**src/mph_pkg.sv**
```systemverilog
package mph_pkg;
  localparam int unsigned DATA_W = 8;
  localparam int unsigned ADDR_W = 3;
  localparam int unsigned STYLE_W = 3;
  localparam logic [2:0] STYLE_SPLIT = 3'h0;
  localparam logic [2:0] STYLE_DIR = 3'h1;
  localparam int unsigned CLK_PERIOD_NS = 10;
  localparam int unsigned LAT_MIN = 4;
  localparam int unsigned LAT_WR_MAX = 9;
  localparam int unsigned LAT_RD_MAX = 13;
  localparam int unsigned CNT_W = 4;
  localparam int unsigned REG_COUNT = 8;
  localparam logic [7:0] REG_RESET = 8'h00;
  localparam int unsigned HOST_TIMEOUT = 31;
  typedef enum logic [3:0] {
    MPH_IDLE = 4'h1,
    MPH_WAIT = 4'h2,
    MPH_ACK = 4'h4,
    MPH_DONE = 4'h8
  } mph_state_type;
endpackage

```
**src/mph_if.sv**
```systemverilog
interface mph_if;
  logic [2:0] style_sel;
  logic cs_n;
  logic [2:0] addr;
  logic strobe_n;
  logic dir;
  logic [7:0] data_host;
  logic data_host_oe;
  logic [7:0] data_dev;
  logic data_dev_oe;
  logic ack_o;
  logic ack_oe;
  modport device (input style_sel, cs_n, addr, strobe_n, dir, data_host,
    data_host_oe, output data_dev, data_dev_oe, ack_o, ack_oe);
  modport host (output style_sel, cs_n, addr, strobe_n, dir, data_host,
    data_host_oe, input data_dev, data_dev_oe, ack_o, ack_oe);
endinterface

```
**src/mph_device.sv**
```systemverilog
module mph_device (
  input wire logic sys_clk, // Clock
  input wire logic rst, // Async reset
  mph_if.device port, // Microport pins
  output logic [63:0] cfg_regs // Configuration contents
);
  logic [7:0] mem_q [mph_pkg::REG_COUNT];
  mph_pkg::mph_state_type state_q;
  logic [3:0] cnt_q;
  logic [3:0] target_q;
  logic rd_q;
  logic [2:0] addr_q;
  logic [7:0] rdata_q;
  logic ack_q;
  logic split;
  logic req;
  logic is_rd;
  logic strobe_on;
  logic strobe_q;
  logic start;
  logic fire;
  logic [3:0] rd_lat;
  logic [3:0] wr_lat;

  // --------------------------------------------------
  // Pin decode
  // --------------------------------------------------
  assign split = port.style_sel == mph_pkg::STYLE_SPLIT;
  assign strobe_on = split ? (!port.strobe_n || !port.dir) : !port.strobe_n;
  assign is_rd = split ? !port.strobe_n : port.dir;
  assign req = strobe_on && !port.cs_n;

  // --------------------------------------------------
  // Strobe edge
  // --------------------------------------------------
  always_ff @(posedge sys_clk or posedge rst) begin
    if (rst) begin
      strobe_q <= 1'b0;
    end else begin
      strobe_q <= strobe_on;
    end
  end

  // Access begins on strobe assertion only
  assign start = req && !strobe_q;
  assign fire = state_q == mph_pkg::MPH_WAIT && strobe_on &&
                cnt_q + 4'h1 >= target_q;

  // --------------------------------------------------
  // Latency by address
  // --------------------------------------------------
  always_comb begin
    unique case (port.addr)
      3'h0: begin
        rd_lat = 4'(mph_pkg::LAT_MIN);
        wr_lat = 4'(mph_pkg::LAT_MIN);
      end
      3'h1: begin
        rd_lat = 4'(mph_pkg::LAT_MIN + 1);
        wr_lat = 4'(mph_pkg::LAT_MIN);
      end
      3'h2: begin
        rd_lat = 4'(mph_pkg::LAT_MIN + 2);
        wr_lat = 4'(mph_pkg::LAT_MIN + 1);
      end
      3'h3: begin
        rd_lat = 4'(mph_pkg::LAT_MIN + 3);
        wr_lat = 4'(mph_pkg::LAT_MIN + 1);
      end
      3'h4: begin
        rd_lat = 4'(mph_pkg::LAT_MIN + 4);
        wr_lat = 4'(mph_pkg::LAT_MIN + 2);
      end
      3'h5: begin
        rd_lat = 4'(mph_pkg::LAT_MIN + 5);
        wr_lat = 4'(mph_pkg::LAT_MIN + 2);
      end
      3'h6: begin
        rd_lat = 4'(mph_pkg::LAT_MIN + 6);
        wr_lat = 4'(mph_pkg::LAT_MIN + 3);
      end
      3'h7: begin
        rd_lat = 4'(mph_pkg::LAT_MIN + 7);
        wr_lat = 4'(mph_pkg::LAT_MIN + 3);
      end
    endcase
  end

  // --------------------------------------------------
  // Handshake sequencer
  // --------------------------------------------------
  always_ff @(posedge sys_clk or posedge rst) begin
    if (rst) begin
      state_q <= mph_pkg::MPH_IDLE;
    end else begin
      unique case (state_q)
        mph_pkg::MPH_IDLE: begin
          if (start) begin
            state_q <= mph_pkg::MPH_WAIT;
          end
        end
        mph_pkg::MPH_WAIT: begin
          if (!strobe_on) begin
            state_q <= mph_pkg::MPH_IDLE;
          end else if (cnt_q + 4'h1 >= target_q) begin
            state_q <= mph_pkg::MPH_ACK;
          end
        end
        mph_pkg::MPH_ACK: begin
          if (!strobe_on) begin
            state_q <= mph_pkg::MPH_IDLE;
          end
        end
        default: begin
          state_q <= mph_pkg::MPH_IDLE;
        end
      endcase
    end
  end

  // Counts strobe cycles toward the target
  always_ff @(posedge sys_clk or posedge rst) begin
    if (rst) begin
      cnt_q <= 4'h0;
    end else if (state_q == mph_pkg::MPH_IDLE && start) begin
      cnt_q <= 4'h1;
    end else if (state_q == mph_pkg::MPH_WAIT && strobe_on && !fire) begin
      cnt_q <= cnt_q + 4'h1;
    end
  end

  // --------------------------------------------------
  // Access capture
  // --------------------------------------------------
  always_ff @(posedge sys_clk or posedge rst) begin
    if (rst) begin
      rd_q <= 1'b0;
    end else if (state_q == mph_pkg::MPH_IDLE && start) begin
      rd_q <= is_rd;
    end
  end

  always_ff @(posedge sys_clk or posedge rst) begin
    if (rst) begin
      addr_q <= 3'h0;
    end else if (state_q == mph_pkg::MPH_IDLE && start) begin
      addr_q <= port.addr;
    end
  end

  always_ff @(posedge sys_clk or posedge rst) begin
    if (rst) begin
      target_q <= 4'h0;
    end else if (state_q == mph_pkg::MPH_IDLE && start) begin
      target_q <= is_rd ? rd_lat : wr_lat;
    end
  end

  // --------------------------------------------------
  // Register file
  // --------------------------------------------------
  always_ff @(posedge sys_clk or posedge rst) begin
    if (rst) begin
      for (int i = 0; i < mph_pkg::REG_COUNT; i++) begin
        mem_q[i] <= mph_pkg::REG_RESET;
      end
    end else if (fire && !rd_q) begin
      mem_q[addr_q] <= port.data_host;
    end
  end

  always_ff @(posedge sys_clk or posedge rst) begin
    if (rst) begin
      rdata_q <= 8'h00;
    end else if (fire && rd_q) begin
      rdata_q <= mem_q[addr_q];
    end
  end

  // --------------------------------------------------
  // Acknowledge
  // --------------------------------------------------
  always_ff @(posedge sys_clk or posedge rst) begin
    if (rst) begin
      ack_q <= 1'b0;
    end else begin
      ack_q <= fire || (state_q == mph_pkg::MPH_ACK && strobe_on);
    end
  end

  always_comb begin
    for (int i = 0; i < mph_pkg::REG_COUNT; i++) begin
      cfg_regs[i*8 +: 8] = mem_q[i];
    end
  end

  // --------------------------------------------------
  // Pin drive
  // --------------------------------------------------
  assign port.data_dev = rdata_q;
  assign port.data_dev_oe = ack_q && rd_q && !port.cs_n;
  assign port.ack_o = 1'b0;
  // Split: hold low until ready; direction: pull low on ack
  assign port.ack_oe = split ? (req && !ack_q) : ack_q;
endmodule

```
**src/flat_wrapper.sv**
```systemverilog
// flat-port wrapper written by rule: the top's interface ports become plain ports
module mph_device_flat 
  (sys_clk, rst, cfg_regs, port_style_sel, port_cs_n, port_addr, port_strobe_n, port_dir, port_data_host, port_data_host_oe, port_data_dev, port_data_dev_oe, port_ack_o, port_ack_oe);
  mph_if port_i ();
  input wire logic sys_clk;
  input wire logic rst;
  output logic [63:0] cfg_regs;
  input wire logic [$bits(port_i.style_sel)-1:0] port_style_sel;
  input wire logic [$bits(port_i.cs_n)-1:0] port_cs_n;
  input wire logic [$bits(port_i.addr)-1:0] port_addr;
  input wire logic [$bits(port_i.strobe_n)-1:0] port_strobe_n;
  input wire logic [$bits(port_i.dir)-1:0] port_dir;
  input wire logic [$bits(port_i.data_host)-1:0] port_data_host;
  input wire logic [$bits(port_i.data_host_oe)-1:0] port_data_host_oe;
  output wire logic [$bits(port_i.data_dev)-1:0] port_data_dev;
  output wire logic [$bits(port_i.data_dev_oe)-1:0] port_data_dev_oe;
  output wire logic [$bits(port_i.ack_o)-1:0] port_ack_o;
  output wire logic [$bits(port_i.ack_oe)-1:0] port_ack_oe;
  assign port_i.style_sel = port_style_sel;
  assign port_i.cs_n = port_cs_n;
  assign port_i.addr = port_addr;
  assign port_i.strobe_n = port_strobe_n;
  assign port_i.dir = port_dir;
  assign port_i.data_host = port_data_host;
  assign port_i.data_host_oe = port_data_host_oe;
  assign port_data_dev = port_i.data_dev;
  assign port_data_dev_oe = port_i.data_dev_oe;
  assign port_ack_o = port_i.ack_o;
  assign port_ack_oe = port_i.ack_oe;
  mph_device u_core (.sys_clk(sys_clk), .rst(rst), .port(port_i), .cfg_regs(cfg_regs));
endmodule
```
**config.mk**
```make
export PLATFORM = sky130hd
export DESIGN_NAME = mph_device_flat
export DESIGN_NICKNAME = d
export VERILOG_FILES = /design/src/mph_pkg.sv /design/src/mph_if.sv /design/src/mph_device.sv /design/src/flat_wrapper.sv
export SDC_FILE = /design/constraint.sdc
export NUM_CORES = 1
export LEC_CHECK = 0
export BUFFER_PORTS_ARGS = -buffer_cell sky130_fd_sc_hd__clkbuf_2
export CAP_MARGIN = 5
export CORE_AREA = 4 4 103 105
export DETAILED_ROUTE_END_ITERATION = 6
export DIE_AREA = 0 0 107 109
export PLACE_DENSITY = 0.66
export SLEW_MARGIN = 20
export SYNTH_ARGS = -nofsm -noshare
export SYNTH_HDL_FRONTEND = slang
export SYNTH_SLANG_ARGS = --single-unit
```
**constraint.sdc**
```tcl
create_clock -name sys_clk -period 4.5 [get_ports sys_clk]
set_input_delay 0.675 -clock sys_clk [delete_from_list [all_inputs] [get_ports sys_clk]]
set_output_delay 0.675 -clock sys_clk [all_outputs]
set_load 0.01 [all_outputs]
```
==> flow_summary.ini <==
[synthesis]
synth_area_leader_cell = dfrtp_1
synth_edf_count = 0
synth.avg_cell_area_sq_um = 13.23
synth_fp_nets = 348
ys_ff_latch = 89
ys_seq_area_share_pct = 52.15
synth_top_area_share_pct = 51.54
syn_area_sq_mm = 0.004273
synthArstFlopShare_pct = 100.0
yosysUniqueCellTypes = 49
synth_warnings = 0
syn-instance-count = 323
synth_top_flop_cell = dfrtp_1
synth_area_leaders = dfrtp_1 (52%), mux2_2 (22%), o2111ai_2 (3.2%), mux4_2 (2.1%), mux2i_1 (1.6%)

[clock_network]
clk_pin_slew_ns = 0.09
cts_setup_buffers = 0
ctsLongestPathBuffers = 2
cts_tree = yes
cts_made_buffers = 9
cts_num_sinks = 89
clk_latency_ns = 0.37
ctsResizeCount = 0
cts_hold_buf = 0
htree_levels = 3
clockRootBuffer = clkbuf_8

[pwr]
peakVddDrop_mv = 0.1594
power_density_mw_per_mm2 = 332.3
leakage_nw = 2.631
power_mw = 1.683

[setup_path]
critical_path_arrival_ns = 2.98
critical_path.most_common_cell = ha_1
cp_slowest_cell = o2111ai_2
critPathLaunch = u_core.cnt_q[0]
cp-end-kind = flip-flop
rr_startpoint = u_core.cnt_q[0]
cp_slowest_stage_delay_ns = 0.63
crit_required_ns = 4.75
path_max_fanout = 14
r2r_slack_ns = 1.77
path_cells = ha_1, xor2_1, ha_1, a21oi_1, o22ai_1, buf_4, o2111ai_2, mux2_2
critPathLaunchType = flip-flop
path_class = flip-flop to flip-flop

[grt]
grt-ovfl-total = 0
grt.total_usage_pct = 18.57
grt_pass1_wl_um = 16480
grt_pass1_vias = 3081
antenna_found_initial = 0
grt_max_degree = 57

[drt]
drc_errors = 0
first_pass_iters = 4
route.vias.total = 3001
drt-total-wl_um = 10580
wire_per_inst_um = 19.10
via_per_inst = 5.417
drt_iter0_markers = 142
ant_nets = 0

[floorplanning]
start_util_pct = 44.33
fp.dieH_um = 109
core_area_sq_mm = 0.009639
die_width_um = 107
rows = 36
ios = 95
die_area_sq_mm = 0.01166

[run]
cap_violations = 0

[final_layout]
postLayoutCoreUtil_pct = 52.53
antennaDiodeCount = 0
design_area_sq_mm = 0.005064
final_common_cell = clkbuf_2
layout_common_cells = clkbuf_2 (92), dfrtp_1 (88), mux2_2 (83), nand2_1 (14), inv_1 (11)
drive_gt1_share_pct = 51.31
nFillCells = 901
area_growth_pct = 18.51
nNetsFinal = 441

[timing]
period_needed_ns = 2.733
setup_slack_ns = 1.767
slew_headroom_pct = 34.41
fmax_mhz = 365.9
setup_viol = 0
post-route-period-util_pct = 60.74
hold_viol = 0
drv_slew = 0
finClkSkew_ns = 0.01019
fin_setup_tns_ns = 0
rsz0062_at_grt = false
worst_pin_slew_ns = 0.9839

[place]
port_buffers = 92
place_area_sq_mm = 0.004870
dp_hpwl_um = 7325
place_ws_ns = 1.790
place.gp.congestion = 0.7789

[min_path]
hp-class = input port to async pin

[run_status]
status = finished, final reports clean
## per-stage QoR
step / hold WS, ns / std cells
floorplan: 0.4492 / 323
global placement: 0.4655 / 538
detailed placement: 0.4702 / 538
CTS: 0.4922 / 554
global route: 0.5221 / 554
finish: 0.4720 / 554
## cell usage after synthesis, types with 2 or more instances
cell	instances
and2_1	2
o21ai_0	10
mux4_2	4
nor2b_1	6
o22ai_1	2
nor3_1	3
a21oi_1	8
a21boi_0	2
a22oi_1	3
a221oi_1	4
and3_1	4
mux2_2	83
nor3b_1	3
nor2_1	5
o31ai_1	2
and3b_1	2
nand2_1	14
nand3_1	3
dfrtp_1	88
o221ai_1	2
nand2b_1	2
o211ai_1	2
inv_1	12
ha_1	5
buf_1	3
a32oi_1	3
or3_1	2
mux2i_1	7
o2111ai_2	9
a22o_1	2
clkbuf_1	8
## worst max-delay path, delay by kind of cell (launching register included)
family / cells / cell delay [ns]
AO/OA/AOI/OAI: 3 / 0.88
XOR/XNOR: 1 / 0.15
adder cells (fa/ha/maj): 2 / 0.53
buffers and inverters: 1 / 0.20
flip-flops: 1 / 0.44
multiplexers: 1 / 0.41
## where the power goes
part | switching, mW | internal, mW | leakage [nW]
combinational | 0.165 | 0.0897 | 1.32
sequential | 0.0533 | 0.828 | 1.21
clock | 0.289 | 0.256 | 0.0994
total | 0.508 | 1.17 | 2.63
## registers in the layout, summed over array words and instances (netlist names)
name	cells
u_core.target_q	4
u_core.rd_q	1
u_core.strobe_q	1
u_core.state_q	3
u_core.addr_q	3
u_core.ack_q	1
u_core.port.data_dev	8
u_core.cnt_q	4
u_core.cfg_regs	64
## final timing paths
kind,end,cells after the start
worst min-delay path,u_core.cnt_q[0],2
min in group sys_clk,u_core.target_q[3],1
worst min register to register,u_core.target_q[3],1
max in group asynchronous,u_core.state_q[0],3
worst max-delay path,u_core.cfg_regs[49],8
worst max register to register,u_core.cfg_regs[49],8
## logic make-up after synthesis
family,Yosys count,share of synthesized area [%]
DFF,89,52.15
other,1,0.08776
and+or+nand+nor,54,7.496
adders and majority gates,5,1.464
muxes,94,25.62
AOI/OAI and AO/OA,53,10.45
buffers and inverters,25,2.313
xor gates and xnor gates,2,0.4100
## routing by layer
layer / routed length [um] / track usage [%] / up-vias
met4: 104 / 4.932 / 0
met2: 5161 / 31.47 / 77
met3: 632 / 5.033 / 8
li1: - / - / 1396
met1: 4682 / 23.67 / 1520
met5: 0 / 0 / -
## final cells by class
class	count	area, sq um	share of cell area, %
clock buffer	9	123.9	2.446
inverter	12	46.29	0.9143
sequential	89	2228	44.01
clock inverter	7	70.07	1.384
timing repair buffer	95	483.0	9.538
multi-input combinational	209	1946	38.42
tap	133	166.4	3.286
No activity file was read; power rests on OpenSTA's default activity.
